`src/logic/daq_ctl_pkg.sv`:
```
// Constants shared by the acquisition control and interrupt logic
package daq_ctl_pkg;

    // ----------------------------------------
    // Register offsets (word addresses)
    // ----------------------------------------
    localparam logic [3:0] ADDR_CONFIG       = 4'h8;
    localparam logic [3:0] ADDR_INT_ENABLE   = 4'h9;
    localparam logic [3:0] ADDR_INT_FLAGS    = 4'ha;
    localparam logic [3:0] ADDR_LIMIT_STATUS = 4'hd;

    // ----------------------------------------
    // Configuration field positions
    // ----------------------------------------
    localparam int CFG_START      = 0;
    localparam int CFG_RESET      = 1;
    localparam int CFG_SHORT_AZ   = 2;
    localparam int CFG_FULL_CAL   = 3;
    localparam int CFG_STANDBY    = 4;
    localparam int CFG_SIGN_FILL  = 5;
    localparam int CFG_AZ_EACH    = 6;
    localparam int CFG_SYNC_OUT   = 7;
    localparam int CFG_SECTION_LO = 8;
    localparam int CFG_TEST       = 10;
    localparam int CFG_DIAG       = 11;

    // ----------------------------------------
    // Interrupt enable field positions
    // ----------------------------------------
    localparam int IE_MATCH_LO = 8;
    localparam int IE_FIFO_LO  = 11;

    // ----------------------------------------
    // Reset values and timing
    // ----------------------------------------
    localparam logic [15:0] CONFIG_RESET     = 16'h0000;
    localparam logic [15:0] INT_ENABLE_RESET = 16'h0000;
    localparam logic [1:0]  RESET_HOLD       = 2'h2;
    localparam int          CLK_PERIOD_NS    = 100;
    localparam int          SETTLE_TIME_MS   = 10;
    localparam int          SETTLE_CYCLES    = SETTLE_TIME_MS * 1000000 / CLK_PERIOD_NS;

    // ----------------------------------------
    // Multiplexer routing codes
    // ----------------------------------------
    localparam logic [3:0] MUX_GND      = 4'h8;
    localparam logic [3:0] MUX_REF_OUT  = 4'h9;
    localparam logic [3:0] MUX_REF_POS  = 4'ha;
    localparam logic [3:0] MUX_REF_NEG  = 4'hb;

    typedef enum logic [1:0]
    {
        PWR_ACTIVE  = 2'b00,
        PWR_STANDBY = 2'b01,
        PWR_SETTLE  = 2'b10
    } power_e;

endpackage

```
`src/logic/daq_control_and_interrupt_logic.sv`:
```
// Configuration, standby and interrupt logic of the acquisition converter
`timescale 1ns/1ns
// Function
// - Standby gates the core clock off; instruction RAM keeps its contents.
// - Leaving standby gives the same state as a system reset command.
// - After leaving standby wait about 10 ms, then raise interrupt 7.
// - Instruction RAM stays reachable by the host during standby.
// - Config bit 5 picks sign copy or instruction pointer for result bits 13-15.
// - Config bit 6 requests a single-sample auto-zero before every conversion.
// - Config bit 7 sets sync pin direction; input rising edge starts conversion.
// - Sync output is high from conversion start until it finishes.
// - Config bits 8-9 select which 16-bit instruction section is accessed.
// - Diagnostic bit with test clear remaps channel codes 000 and 001.
// - Eight equal interrupt sources; enable bits 0-7 gate them onto the pin.
// - Status flags set on their condition regardless of enable bits.
// - Limit hit raises interrupt 0; limit status records limit and instruction.
// - Interrupt 1 is set before executing the instruction matching enable bits 8-10.
// - Match value 000 skips the first fetch of instruction 0 after a start.
// - Interrupt 2 when FIFO count equals enable bits 11-15, values 1 to 31.
// - Interrupt 3 on short auto-zero done, interrupt 4 on full calibration done.
// - Sequencer runs on after a match; a pause instruction raises interrupt 5.
// - Interrupt 6 when the supply monitor reports low supply.
// - Reading status or a device reset clears flags 0-7.
// - Status bits 8-10 show instruction address, 11-15 the FIFO count.
module daq_control_and_interrupt_logic
    import daq_ctl_pkg::*;
#(
    parameter int SETTLE_COUNT = SETTLE_CYCLES
)
(
    input  wire logic        SYS_CLK,
    input  wire logic        RST_N,
    input  wire logic        CS_N,
    input  wire logic        RD_N,
    input  wire logic        WR_N,
    input  wire logic [3:0]  ADDR,
    input  wire logic [15:0] DATA_IN,
    output logic      [15:0] DATA_OUT,
    output logic             DATA_OE,
    output logic             INT_N,
    output logic             CORE_CLK_EN,
    output logic             SEQ_RESET,
    output logic             START_REQ,
    output logic             STOP_REQ,
    output logic             SHORT_AZ_REQ,
    output logic             FULL_CAL_REQ,
    output logic             AUTO_ZERO_EACH,
    output logic      [1:0]  RAM_SECTION,
    output logic             RAM_ACCESS_EN,
    input  wire logic        SEQ_RUNNING,
    input  wire logic        SEQ_FETCH,
    input  wire logic [2:0]  SEQ_ADDR,
    input  wire logic        SEQ_PAUSE_HIT,
    input  wire logic        LIMIT1_HIT,
    input  wire logic        LIMIT2_HIT,
    input  wire logic [2:0]  LIMIT_INSTR,
    input  wire logic [5:0]  FIFO_COUNT,
    input  wire logic        SHORT_AZ_DONE,
    input  wire logic        FULL_CAL_DONE,
    input  wire logic        LOW_SUPPLY,
    input  wire logic        CONV_ACTIVE,
    input  wire logic        SYNC_IN,
    output logic             SYNC_OUT,
    output logic             SYNC_OE,
    output logic             SYNC_START,
    input  wire logic        RESULT_VALID,
    input  wire logic [12:0] RESULT_DATA,
    input  wire logic [2:0]  RESULT_PTR,
    output logic      [15:0] FIFO_WORD,
    output logic             FIFO_WORD_VALID,
    input  wire logic [2:0]  CHAN_SEL,
    output logic             DIAG_MODE,
    output logic      [3:0]  MUX_OUT_POSITIVE_SEL,
    output logic      [3:0]  MUX_OUT_NEGATIVE_SEL
);

    // ----------------------------------------
    // State
    // ----------------------------------------
    localparam int SETTLE_W = $clog2(SETTLE_COUNT + 1);

    typedef struct packed {
        power_e              pwr;
        logic [15:0]         cfg;
        logic [15:0]         ie;
        logic [7:0]          flags;
        logic [15:0]         limits;
        logic [1:0]          rst_cnt;
        logic [SETTLE_W-1:0] settle;
        logic                first_fetch;
        logic                fifo_eq;
        logic                low_seen;
        logic                sync_seen;
        logic                rd_seen;
        logic                wr_seen;
        logic                az_busy;
        logic                cal_busy;
        logic [15:0]         rdata;
        logic [15:0]         fifo_word;
        logic                fifo_valid;
    } state_s;

    state_s s;
    state_s next_s;

    logic       rd_go;
    logic       wr_go;
    logic       reset_clear;
    logic       fifo_match;
    logic [7:0] ev;

    // ----------------------------------------
    // Next state
    // ----------------------------------------
    always_comb
    begin
        next_s = s;
        rd_go = !CS_N && !RD_N && !s.rd_seen;
        wr_go = !CS_N && !WR_N && !s.wr_seen;
        next_s.rd_seen = !CS_N && !RD_N;
        next_s.wr_seen = !CS_N && !WR_N;
        reset_clear = 1'b0;
        ev = 8'h00;
        START_REQ = 1'b0;
        STOP_REQ = 1'b0;
        SHORT_AZ_REQ = 1'b0;
        FULL_CAL_REQ = 1'b0;
        if (s.rst_cnt != 2'h0)
        begin
            next_s.rst_cnt = s.rst_cnt - 2'h1;
        end

        // Bus stays live in standby so RAM section pointer can be moved
        if (wr_go && ADDR == ADDR_CONFIG)
        begin
            next_s.cfg = DATA_IN;
            START_REQ = DATA_IN[CFG_START];
            STOP_REQ = !DATA_IN[CFG_START];
            SHORT_AZ_REQ = DATA_IN[CFG_SHORT_AZ];
            FULL_CAL_REQ = DATA_IN[CFG_FULL_CAL];
            if (DATA_IN[CFG_START] && !SEQ_RUNNING)
            begin
                next_s.first_fetch = 1'b1;
            end
            if (DATA_IN[CFG_RESET])
            begin
                reset_clear = 1'b1;
                next_s.rst_cnt = RESET_HOLD;
            end
            if (DATA_IN[CFG_SHORT_AZ])
            begin
                next_s.az_busy = 1'b1;
            end
            if (DATA_IN[CFG_FULL_CAL])
            begin
                next_s.cal_busy = 1'b1;
            end
        end
        if (wr_go && ADDR == ADDR_INT_ENABLE)
        begin
            next_s.ie = DATA_IN;
        end

        // Power sequencing
        case (s.pwr)
            PWR_ACTIVE:
            begin
                if (s.cfg[CFG_STANDBY])
                begin
                    next_s.pwr = PWR_STANDBY;
                end
            end
            PWR_STANDBY:
            begin
                if (!s.cfg[CFG_STANDBY])
                begin
                    next_s.pwr = PWR_SETTLE;
                    next_s.settle = SETTLE_W'(SETTLE_COUNT);
                    next_s.rst_cnt = RESET_HOLD;
                    reset_clear = 1'b1;
                end
            end
            PWR_SETTLE:
            begin
                if (s.cfg[CFG_STANDBY])
                begin
                    next_s.pwr = PWR_STANDBY;
                end
                else if (s.settle <= SETTLE_W'(1))
                begin
                    next_s.pwr = PWR_ACTIVE;
                    ev[7] = 1'b1;
                end
                else
                begin
                    next_s.settle = s.settle - SETTLE_W'(1);
                end
            end
            default:
            begin
                next_s.pwr = PWR_ACTIVE;
            end
        endcase

        // Interrupt sources
        fifo_match = FIFO_COUNT == {1'b0, s.ie[15:IE_FIFO_LO]} && s.ie[15:IE_FIFO_LO] != 5'h00;
        next_s.fifo_eq = fifo_match;
        next_s.low_seen = LOW_SUPPLY;
        ev[0] = LIMIT1_HIT || LIMIT2_HIT;
        ev[1] = SEQ_FETCH && SEQ_ADDR == s.ie[10:IE_MATCH_LO]
                && !(s.ie[10:IE_MATCH_LO] == 3'h0 && s.first_fetch);
        ev[2] = fifo_match && !s.fifo_eq;
        ev[3] = SHORT_AZ_DONE;
        ev[4] = FULL_CAL_DONE;
        ev[5] = SEQ_PAUSE_HIT;
        ev[6] = LOW_SUPPLY && !s.low_seen;
        if (SEQ_FETCH && SEQ_ADDR == 3'h0)
        begin
            next_s.first_fetch = 1'b0;
        end
        if (SHORT_AZ_DONE)
        begin
            next_s.az_busy = 1'b0;
        end
        if (FULL_CAL_DONE)
        begin
            next_s.cal_busy = 1'b0;
        end

        // Set wins over a clear in the same cycle
        if (reset_clear || (rd_go && ADDR == ADDR_INT_FLAGS))
        begin
            next_s.flags = 8'h00;
        end
        next_s.flags = next_s.flags | ev;
        if (reset_clear || (rd_go && ADDR == ADDR_LIMIT_STATUS))
        begin
            next_s.limits = 16'h0000;
        end
        if (LIMIT1_HIT)
        begin
            next_s.limits[LIMIT_INSTR] = 1'b1;
        end
        if (LIMIT2_HIT)
        begin
            next_s.limits[{1'b1, LIMIT_INSTR}] = 1'b1;
        end
        if (reset_clear)
        begin
            next_s.first_fetch = 1'b1;
        end

        // Read data
        if (rd_go)
        begin
            case (ADDR)
                ADDR_CONFIG:
                begin
                    next_s.rdata = {s.cfg[15:5], s.cfg[CFG_STANDBY], s.cal_busy, s.az_busy,
                                    s.rst_cnt != 2'h0 || s.pwr == PWR_STANDBY, SEQ_RUNNING};
                end
                ADDR_INT_ENABLE:   next_s.rdata = s.ie;
                ADDR_INT_FLAGS:    next_s.rdata = {FIFO_COUNT[4:0], SEQ_ADDR, s.flags};
                ADDR_LIMIT_STATUS: next_s.rdata = s.limits;
                default:           next_s.rdata = 16'h0000;
            endcase
        end

        // Result word upper bits
        next_s.fifo_valid = RESULT_VALID;
        if (RESULT_VALID)
        begin
            next_s.fifo_word = {s.cfg[CFG_SIGN_FILL] ? {3{RESULT_DATA[12]}} : RESULT_PTR,
                                RESULT_DATA};
        end

        next_s.sync_seen = SYNC_IN;
    end

    always_ff @(posedge SYS_CLK)
    begin
        if (!RST_N)
        begin
            s <= '0;
            s.pwr <= PWR_ACTIVE;
            s.cfg <= CONFIG_RESET;
            s.ie <= INT_ENABLE_RESET;
            s.first_fetch <= 1'b1;
        end
        else
        begin
            s <= next_s;
        end
    end

    // ----------------------------------------
    // Outputs
    // ----------------------------------------
    assign DATA_OUT = s.rdata;
    assign DATA_OE = !CS_N && !RD_N;
    assign INT_N = !(|(s.flags & s.ie[7:0]));
    assign CORE_CLK_EN = s.pwr != PWR_STANDBY;
    assign SEQ_RESET = s.rst_cnt != 2'h0 || s.pwr == PWR_STANDBY;
    assign AUTO_ZERO_EACH = s.cfg[CFG_AZ_EACH];
    assign RAM_SECTION = s.cfg[CFG_SECTION_LO+1:CFG_SECTION_LO];
    assign RAM_ACCESS_EN = 1'b1;
    assign SYNC_OE = s.cfg[CFG_SYNC_OUT];
    assign SYNC_OUT = s.cfg[CFG_SYNC_OUT] && CONV_ACTIVE;
    assign SYNC_START = !s.cfg[CFG_SYNC_OUT] && SYNC_IN && !s.sync_seen;
    assign FIFO_WORD = s.fifo_word;
    assign FIFO_WORD_VALID = s.fifo_valid;
    assign DIAG_MODE = s.cfg[CFG_DIAG] && !s.cfg[CFG_TEST];

    // Only codes 000 and 001 are rerouted in diagnostic mode
    always_comb
    begin
        MUX_OUT_POSITIVE_SEL = {1'b0, CHAN_SEL};
        MUX_OUT_NEGATIVE_SEL = (CHAN_SEL == 3'h0) ? MUX_GND : {1'b0, CHAN_SEL};
        if (DIAG_MODE && CHAN_SEL == 3'h0)
        begin
            MUX_OUT_POSITIVE_SEL = MUX_REF_OUT;
        end
        else if (DIAG_MODE && CHAN_SEL == 3'h1)
        begin
            MUX_OUT_POSITIVE_SEL = MUX_REF_POS;
            MUX_OUT_NEGATIVE_SEL = MUX_REF_NEG;
        end
    end

    // ----------------------------------------
    // Assertions
    // ----------------------------------------
    a_int_pin_low: assert property (@(posedge SYS_CLK) disable iff (!RST_N)
        (|(ev & s.ie[7:0])) && !(wr_go && ADDR == ADDR_INT_ENABLE) |=> !INT_N)
        else $error("Interrupt pin not low with enabled flag");
    a_standby_gates: assert property (@(posedge SYS_CLK) disable iff (!RST_N)
        $rose(s.cfg[CFG_STANDBY]) && s.pwr == PWR_ACTIVE |=> !CORE_CLK_EN)
        else $error("Core clock not gated in standby");
    a_exit_reset: assert property (@(posedge SYS_CLK) disable iff (!RST_N)
        s.pwr == PWR_STANDBY && !s.cfg[CFG_STANDBY] |=> SEQ_RESET && s.flags[7] == 1'b0)
        else $error("Standby exit did not reset");
    a_settle_quiet: assert property (@(posedge SYS_CLK) disable iff (!RST_N)
        s.pwr == PWR_SETTLE && s.settle > SETTLE_W'(1) && !s.cfg[CFG_STANDBY]
        |=> s.pwr == PWR_SETTLE && $stable(s.flags[7]))
        else $error("Standby completion too early");
    a_flag_sticky: assert property (@(posedge SYS_CLK) disable iff (!RST_N)
        s.flags[3] && !(rd_go && ADDR == ADDR_INT_FLAGS) && !reset_clear |=> s.flags[3])
        else $error("Flag lost without clear");
    a_read_clear: assert property (@(posedge SYS_CLK) disable iff (!RST_N)
        rd_go && ADDR == ADDR_INT_FLAGS && ev == 8'h00 |=> s.flags == 8'h00)
        else $error("Status read did not clear flags");
    a_match_flag: assert property (@(posedge SYS_CLK) disable iff (!RST_N)
        SEQ_FETCH && SEQ_ADDR == s.ie[10:8] && s.ie[10:8] != 3'h0 |=> s.flags[1])
        else $error("Instruction match flag missing");
    a_first_zero: assert property (@(posedge SYS_CLK) disable iff (!RST_N)
        SEQ_FETCH && SEQ_ADDR == 3'h0 && s.ie[10:8] == 3'h0 && s.first_fetch && !s.flags[1]
        |=> !s.flags[1])
        else $error("First fetch of instruction zero flagged");
    a_fifo_level: assert property (@(posedge SYS_CLK) disable iff (!RST_N)
        $rose(fifo_match) |=> s.flags[2])
        else $error("FIFO level flag missing");
    a_sign_fill: assert property (@(posedge SYS_CLK) disable iff (!RST_N)
        RESULT_VALID && s.cfg[CFG_SIGN_FILL] |=> FIFO_WORD[15:13] == {3{FIFO_WORD[12]}})
        else $error("Sign fill wrong");
    a_sync_follow: assert property (@(posedge SYS_CLK) disable iff (!RST_N)
        s.cfg[CFG_SYNC_OUT] |-> SYNC_OUT == CONV_ACTIVE && SYNC_OE)
        else $error("Sync output does not follow conversion");

endmodule

```
`config.mk`:
```
export PLATFORM = sky130hd
export DESIGN_NAME = daq_control_and_interrupt_logic
export DESIGN_NICKNAME = d
export VERILOG_FILES = /design/src/logic/daq_ctl_pkg.sv /design/src/logic/daq_control_and_interrupt_logic.sv
export SDC_FILE = /design/constraint.sdc
export NUM_CORES = 1
export LEC_CHECK = 0
export ABC_AREA = 1
export BUFFER_PORTS_ARGS = -buffer_cell sky130_fd_sc_hd__buf_2
export CAP_MARGIN = 20
export CORE_ASPECT_RATIO = 0.8
export CORE_MARGIN = 8
export CORE_UTILIZATION = 35
export CTS_BUF_LIST = sky130_fd_sc_hd__clkbuf_16
export DETAILED_ROUTE_END_ITERATION = 8
export RECOVER_POWER = 25
export SLEW_MARGIN = 15
export SYNTH_ARGS = -nofsm -noshare
export SYNTH_HDL_FRONTEND = slang
export SYNTH_SLANG_ARGS = --single-unit
```
`constraint.sdc`:
```
create_clock -name SYS_CLK -period 3.5 [get_ports SYS_CLK]
set_input_delay 0.525 -clock SYS_CLK [delete_from_list [all_inputs] [get_ports SYS_CLK]]
set_output_delay 0.525 -clock SYS_CLK [all_outputs]
set_load 0.02 [all_outputs]
```
==> metrics.yaml, run 1 <==
timing:
  hold_violations: 0
  fin_crit_ns: 2.34
  max_freq_mhz: 428
  hold_ws_ns: 0.273
  rsz0062_at_grt: "false"
  finalSetupViolations: 0
  tns_ns: 0
  slew_violations: 54
  maxSlewHeadroom_pct: -38.7
  worstMarginPinSlew_ns: 2.08
  finalCritPeriodShare_pct: 66.8
  finClkSkew_ns: 0.00818
synth:
  synth.ff_latch_count: 114
  async_reset_ff_share_pct: 0
  synth_nets: 894
  synth_top_cell_by_area: "dfxtp_1"
  synth.most_common_cell: "nand2_1"
  synthFlopType: "dfxtp_1"
  synth_top_area_share_pct: 40.0
  syn-cell-area_mm2: 0.00571
  synth_cell_types: 39
  yosysWarnings: 0
  syn_avg_cell_area_um2: 6.92
  netlist_top_cells_count: "nand2_1 (217), dfxtp_1 (114), nor2_1 (102)"
  synth.top_cells.by_area: "dfxtp_1 (40%), nand2_1 (14%), nor2_1 (6.7%), a21oi_1 (5.9%), buf_4 (4.6%)"
  seq_area_frac_synth_pct: 40.0
  synth-edff-count: 0
  syn_inst: 825
setup_path:
  worstPathMaxFanout: 53
  end_kind: "flip-flop"
  arrival_ns: 2.68
  startpoint_type: "input pin"
  cp.required_ns: 3.84
  worstSetupPathType: "input pin to flip-flop"
layout:
  diodes: 0
  final_cells: 1129
  syn_to_final_growth_pct: 19.2
  drive_above_1_share_pct: 21.6
  fin_nets: 970
global_routing:
  grt_pass1_vias: 5008
  grt_overflow_total: 0
  grt_pass1_wl_um: 26400
  grt_max_degree: 60
  antenna_found_initial: 1
  grt_use_total_pct: 16.1
clocking:
  cts_resized: 0
  postCtsSetupRepairBufs: 0
  path_clk_slew_ns: 0.05
  clkLatencyLatePin_ns: 0.42
  numCtsBuffers: 17
  cts_tree: "built"
  clk_path_buf_depth: 2
  clock-sinks: 114
  hold_buffers: 0
  h-tree-depth: 4
  clock-root-buffer: "clkbuf_16"
detailed_routing:
  drc: 0
  vias: 5369
  post_drt_wl_per_cell_um: 14.6
  initialDrtViolationCount: 513
  drt_first_pass_iters: 6
  wl_um: 16400
  drtAntennaViolNets: 0
  viasPerCell: 4.76
pwr:
  p_per_area_mw_per_mm2: 507
  vdd_ir_drop_max_mv: 0.280
  leakagePower_nw: 3.09
status:
  violations: "capacitance limit, slew limit"
  status: "finished with violations"
placed_design:
  dp.cells: 1097
  place_congestion: 0.858
  dp_hpwl_um: 12300
  port_buffers: 122
floorplanning:
  rows: 41
  die_x_um: 159
  die_area_mm2: 0.0207
  coreArea_mm2: 0.0159
  floorplan.initialDensity_pct: 36.0
  die_h_um: 130
  io-pin-count: 124
hold_path:
  holdCritPathClass: "input pin to flip-flop"
run:
  drv_cap: 1
## metal layers
layer	wire length, um	vias up	global-route usage (%)	part of all wire, %
met5	13	-	0	0.079
met4	193	2	5.03	1.2
met3	1070	19	4.66	6.5
met2	6990	159	23.8	43
met1	8170	2418	22.0	50
li1	-	2771	-	-
## path summary, 6_finish.rpt
| path | from | end | slack (ns) | cells past startpoint |
|---|---|---|---|---|
| worst max-delay path | RST_N | s[87]$_SDFFE_PN0P_ | 1.16 | 4 |
| worst min-delay path | FULL_CAL_DONE | s[33]$_SDFFE_PP0P_ | 0.27 | 2 |
| worst max register to register | s[116]$_SDFFE_PN0P_ | s[56]$_SDFFE_PN0P_ | 1.62 | 7 |
| worst min register to register | s[39]$_SDFF_PN0_ | s[78]$_SDFF_PN0_ | 0.42 | 1 |
## registers in the layout, summed over array words and instances, names as in the netlist
register         count
AUTO_ZERO_EACH       1
FIFO_WORD           16
SYNC_OE              1
RAM_SECTION          2
DATA_OUT            16
s                   77
FIFO_WORD_VALID      1
## where the power goes
part	leakage [nW]	total (mW)	switching (mW)	internal [mW]
combinational	1.86	0.249	0.165	0.0841
sequential	0.927	1.35	0.0194	1.33
clock	0.305	1.84	0.601	1.24
total	3.09	3.44	0.785	2.66
## cell type report
type / instances / area, um2
fillers: 1670 / 9050
multi-input cells: 571 / 2730
flip-flops and latches: 114 / 2280
repair buffers: 127 / 634
clock buffers: 17 / 425
well taps: 215 / 269
inverters: 70 / 263
clock inverters: 15 / 198
## kinds of logic after synthesis
group / synth area share (%)
adders and majority gates: 0.439
other: 0.0657
and+or+nand+nor: 31.8
DFF: 40.0
buffers and inverters: 12.2
xor gates and xnor gates: 1.23
AOI/OAI and AO/OA: 14.3
## worst max-delay path, cell delays in order
cell and delay, ns:
clkbuf_1 0.10, clkbuf_1 1.50, o21ai_0 0.32, a21oi_1 0.22
## through the flow
stage          util (%)  power (mW)  setup WS (ns)  instance area [um2]
2_1_floorplan         -        1.54           1.46                 5710
3_3_place_gp       39.0        1.62           1.30                 6190
3_5_place_dp       39.0        1.63           1.25                 6190
4_1_cts            43.0        3.47           1.24                 6810
5_1_grt            42.9        3.57          0.902                 6800
6_report           42.9        3.44           1.16                 6800
## cells in the final DEF, fill, tap and decap left out, types with 2 or more instances in the layout
cell / Yosys / routed
nand2_1: 217 / 217
buf_2: 10 / 116
dfxtp_1: 114 / 114
nor2_1: 102 / 102
a21oi_1: 67 / 67
inv_1: 63 / 66
o21ai_0: 47 / 48
nand3_1: 34 / 34
clkbuf_16: 0 / 17
nand4_1: 15 / 15
nand2_2: 14 / 14
nor3_1: 13 / 13
a21oi_2: 12 / 12
o21ai_1: 8 / 7
clkbuf_1: 19 / 7
nor2_2: 6 / 6
xnor2_1: 6 / 6
o2111ai_1: 5 / 5
inv_2: 6 / 5
clkinv_1: 1 / 5
bufinv_16: 0 / 5
nand2_4: 4 / 4
buf_4: 35 / 3
xor2_1: 2 / 2
nor3b_1: 2 / 2
a31o_2: 2 / 2
nor2_4: 2 / 2
a211oi_1: 2 / 2
ha_1: 2 / 2
clkinv_2: 0 / 2
clkinvlp_4: 0 / 2
Note: power is estimated with default switching activity, not from simulation.
==> inputs of run 2 (changes only) <==
Clock period 3.5 ns to 2.27 ns, I/O delays scaled along.
==> metrics.yaml, run 2 (synthesis results as in run 1) <==
timing:
  rsz0062_at_grt: "false"  # unchanged
  finalSetupViolations: 0  # unchanged
  fin_crit_ns: 1.99
  worstMarginPinSlew_ns: 1.23  # was 2.08 ns
  finalCritPeriodShare_pct: 87.6
  maxSlewHeadroom_pct: 18.0  # was -38.7%
  max_freq_mhz: 503
  tns_ns: 0  # unchanged
  finClkSkew_ns: 0.00805  # was 0.00818 ns
  slew_violations: 0  # was 54
  hold_violations: 0  # unchanged
hold_path:
  holdCritPathClass: "input pin to flip-flop"  # unchanged
  hold_depth: 2  # unchanged
layout:
  diodes: 0  # unchanged
  final_common_cell: "nand2_1"  # unchanged
  syn_to_final_growth_pct: 18.9  # was 19.2%
  top_register: "s"  # unchanged
  final_cells: 1132  # was 1129
  drive_above_1_share_pct: 20.8  # was 21.6%
  layout_common_cells: "nand2_1 (217), dfxtp_1 (114), buf_2 (104)"  # was nand2_1 (217), buf_2 (116), dfxtp_1 (114)
  largest_register_ffs: 77  # unchanged
  fin_nets: 973  # was 970
floorplanning:
  die_area_mm2: 0.0207  # unchanged
  die_x_um: 159  # unchanged
  floorplan.initialDensity_pct: 36.0  # unchanged
  coreArea_mm2: 0.0159  # unchanged
  die_h_um: 130  # unchanged
  io-pin-count: 124  # unchanged
  rows: 41  # unchanged
placed_design:
  dp_hpwl_um: 12500  # was 12300 um
  port_buffers: 122  # unchanged
  place_congestion: 0.836  # was 0.858
  dp.cells: 1100  # was 1097
global_routing:
  grt_pass1_wl_um: 26900  # was 26400 um
  grt_max_degree: 60  # unchanged
  grt_use_total_pct: 16.2  # was 16.1%
  antenna_found_initial: 1  # unchanged
  grt_overflow_total: 0  # unchanged
  grt_pass1_vias: 5174  # was 5008
setup_path:
  arrival_ns: 1.65  # was 2.68 ns
  worstPathMaxFanout: 21  # was 53
  crit_chain: "inv_1, nand2_2, nor2_8, inv_2, nor2_1, buf_2"  # was clkbuf_1, clkbuf_1, o21ai_0, a21oi_1
  cp_slowest_stage_delay_ns: 0.30  # was 1.50 ns
  cp_top_family: "simple AND/OR/NAND/NOR gates"  # was buffers and inverters
  cp.depth: 6  # was 4
  worstSetupPathType: "flip-flop to primary output"  # was input pin to flip-flop
  end_kind: "primary output"  # was flip-flop
  path_buf_inv: 3  # was 2
  startpoint_type: "flip-flop"  # was input pin
  slowest_stage: "dfxtp_1"  # was clkbuf_1
  cp.required_ns: 1.93  # was 3.84 ns
  reg2regPathDepth: 11  # was 7
clocking:
  clock-sinks: 114  # unchanged
  h-tree-depth: 4  # unchanged
  hold_buffers: 0  # unchanged
  clkLatencyLatePin_ns: 0.41  # was 0.42 ns
  postCtsSetupRepairBufs: 0  # unchanged
  numCtsBuffers: 17  # unchanged
  cts_resized: 0  # unchanged
  clock-root-buffer: "clkbuf_16"  # unchanged
  path_clk_slew_ns: 0.06  # was 0.05 ns
  clk_path_buf_depth: 2  # unchanged
  cts_tree: "built"  # unchanged
detailed_routing:
  viasPerCell: 4.69  # was 4.76
  drc: 0  # unchanged
  drtAntennaViolNets: 0  # unchanged
  post_drt_wl_per_cell_um: 14.4  # was 14.6 um
  drt_first_pass_iters: 4  # was 6
  vias: 5313  # was 5369
  wl_um: 16300  # was 16400 um
  initialDrtViolationCount: 350  # was 513
status:
  status: "finished, final reports clean"  # was finished with violations
pwr:
  p_int_mw: 3.99  # was 2.66 mW
  power_frac_comb_pct: 7.3  # was 7.2%
  p_per_area_mw_per_mm2: 762  # was 507 mW/mm2
  vdd_ir_drop_max_mv: 0.517  # was 0.280 mV
  power.switching_mw: 1.18  # was 785 uW
  clkPwrFrac_pct: 52.3  # was 53.5%
  p_seq_share_pct: 40.4  # was 39.3%
  power.share.switching_pct: 22.9  # was 22.8%
  leakagePower_nw: 3.05  # was 3.09 nW
run:
  drv_cap: 0  # was 1
## run 2: routing by layer
layer / vias up / wire (um) / part of all wire (%) / global-route usage, %
met5: - / 13 / 0.080 / 0
met4: 2 / 200 / 1.2 / 4.86
met3: 17 / 1100 / 6.8 / 5.35
met2: 130 / 6860 / 42 / 24.6
met1: 2393 / 8130 / 50 / 21.6
li1: 2771 / - / - / -
## run 2: final timing paths
check                                   startpoint            endpoint  slack (ns)
worst max-delay path              s[35]$_SDFF_PN0_        SHORT_AZ_REQ        0.28
worst max register to register  s[41]$_SDFFE_PN0P_  s[57]$_SDFFE_PN0P_        0.47
worst min register to register    s[38]$_SDFF_PN0_    s[82]$_SDFF_PN0_        0.41
worst min-delay path                 FULL_CAL_DONE  s[33]$_SDFFE_PP0P_        0.09
## run 2: stage by stage
stage / utilization (%) / area [um2] / power (mW) / hold slack, ns / setup WS [ns]
2_1_floorplan: - / 5710 / 2.38 / 0.399 / 0.434
3_3_place_gp: 39.3 / 6220 / 2.51 / 0.401 / 0.429
3_5_place_dp: 39.3 / 6220 / 2.51 / 0.406 / 0.404
4_1_cts: 43.1 / 6820 / 5.25 / 0.0681 / 0.259
5_1_grt: 42.8 / 6780 / 5.38 / 0.0795 / 0.132
6_report: 42.8 / 6780 / 5.17 / 0.0912 / 0.282
## run 2: worst register-to-register path, stage by stage, from the launching register on
cell     delay, ns
dfxtp_1       0.35
inv_1         0.18
ha_1          0.32
nand2_1       0.12
nor2_1        0.25
nand2_1       0.09
nand2_1       0.06
nand2_1       0.06
nand2_1       0.05
nand2_1       0.05
nand2_1       0.06
a21oi_1       0.06
## run 2: cell type report
class	count	area, um2
fillers	1696	9070
multi-input cells	571	2730
flip-flops and latches	114	2280
repair buffers	130	642
clock buffers	17	425
well taps	215	269
inverters	70	263
clock inverters	15	174
## run 2: power by group through the flow
stage               clock network, mW  logic (mW)  registers [mW]
global placement                    0       0.385            2.12
floorplan                           0       0.261            2.12
finish                           2.70       0.379            2.08
detailed placement                  0       0.388            2.12
global route                     2.86       0.425            2.09
CTS                              2.77       0.390            2.08
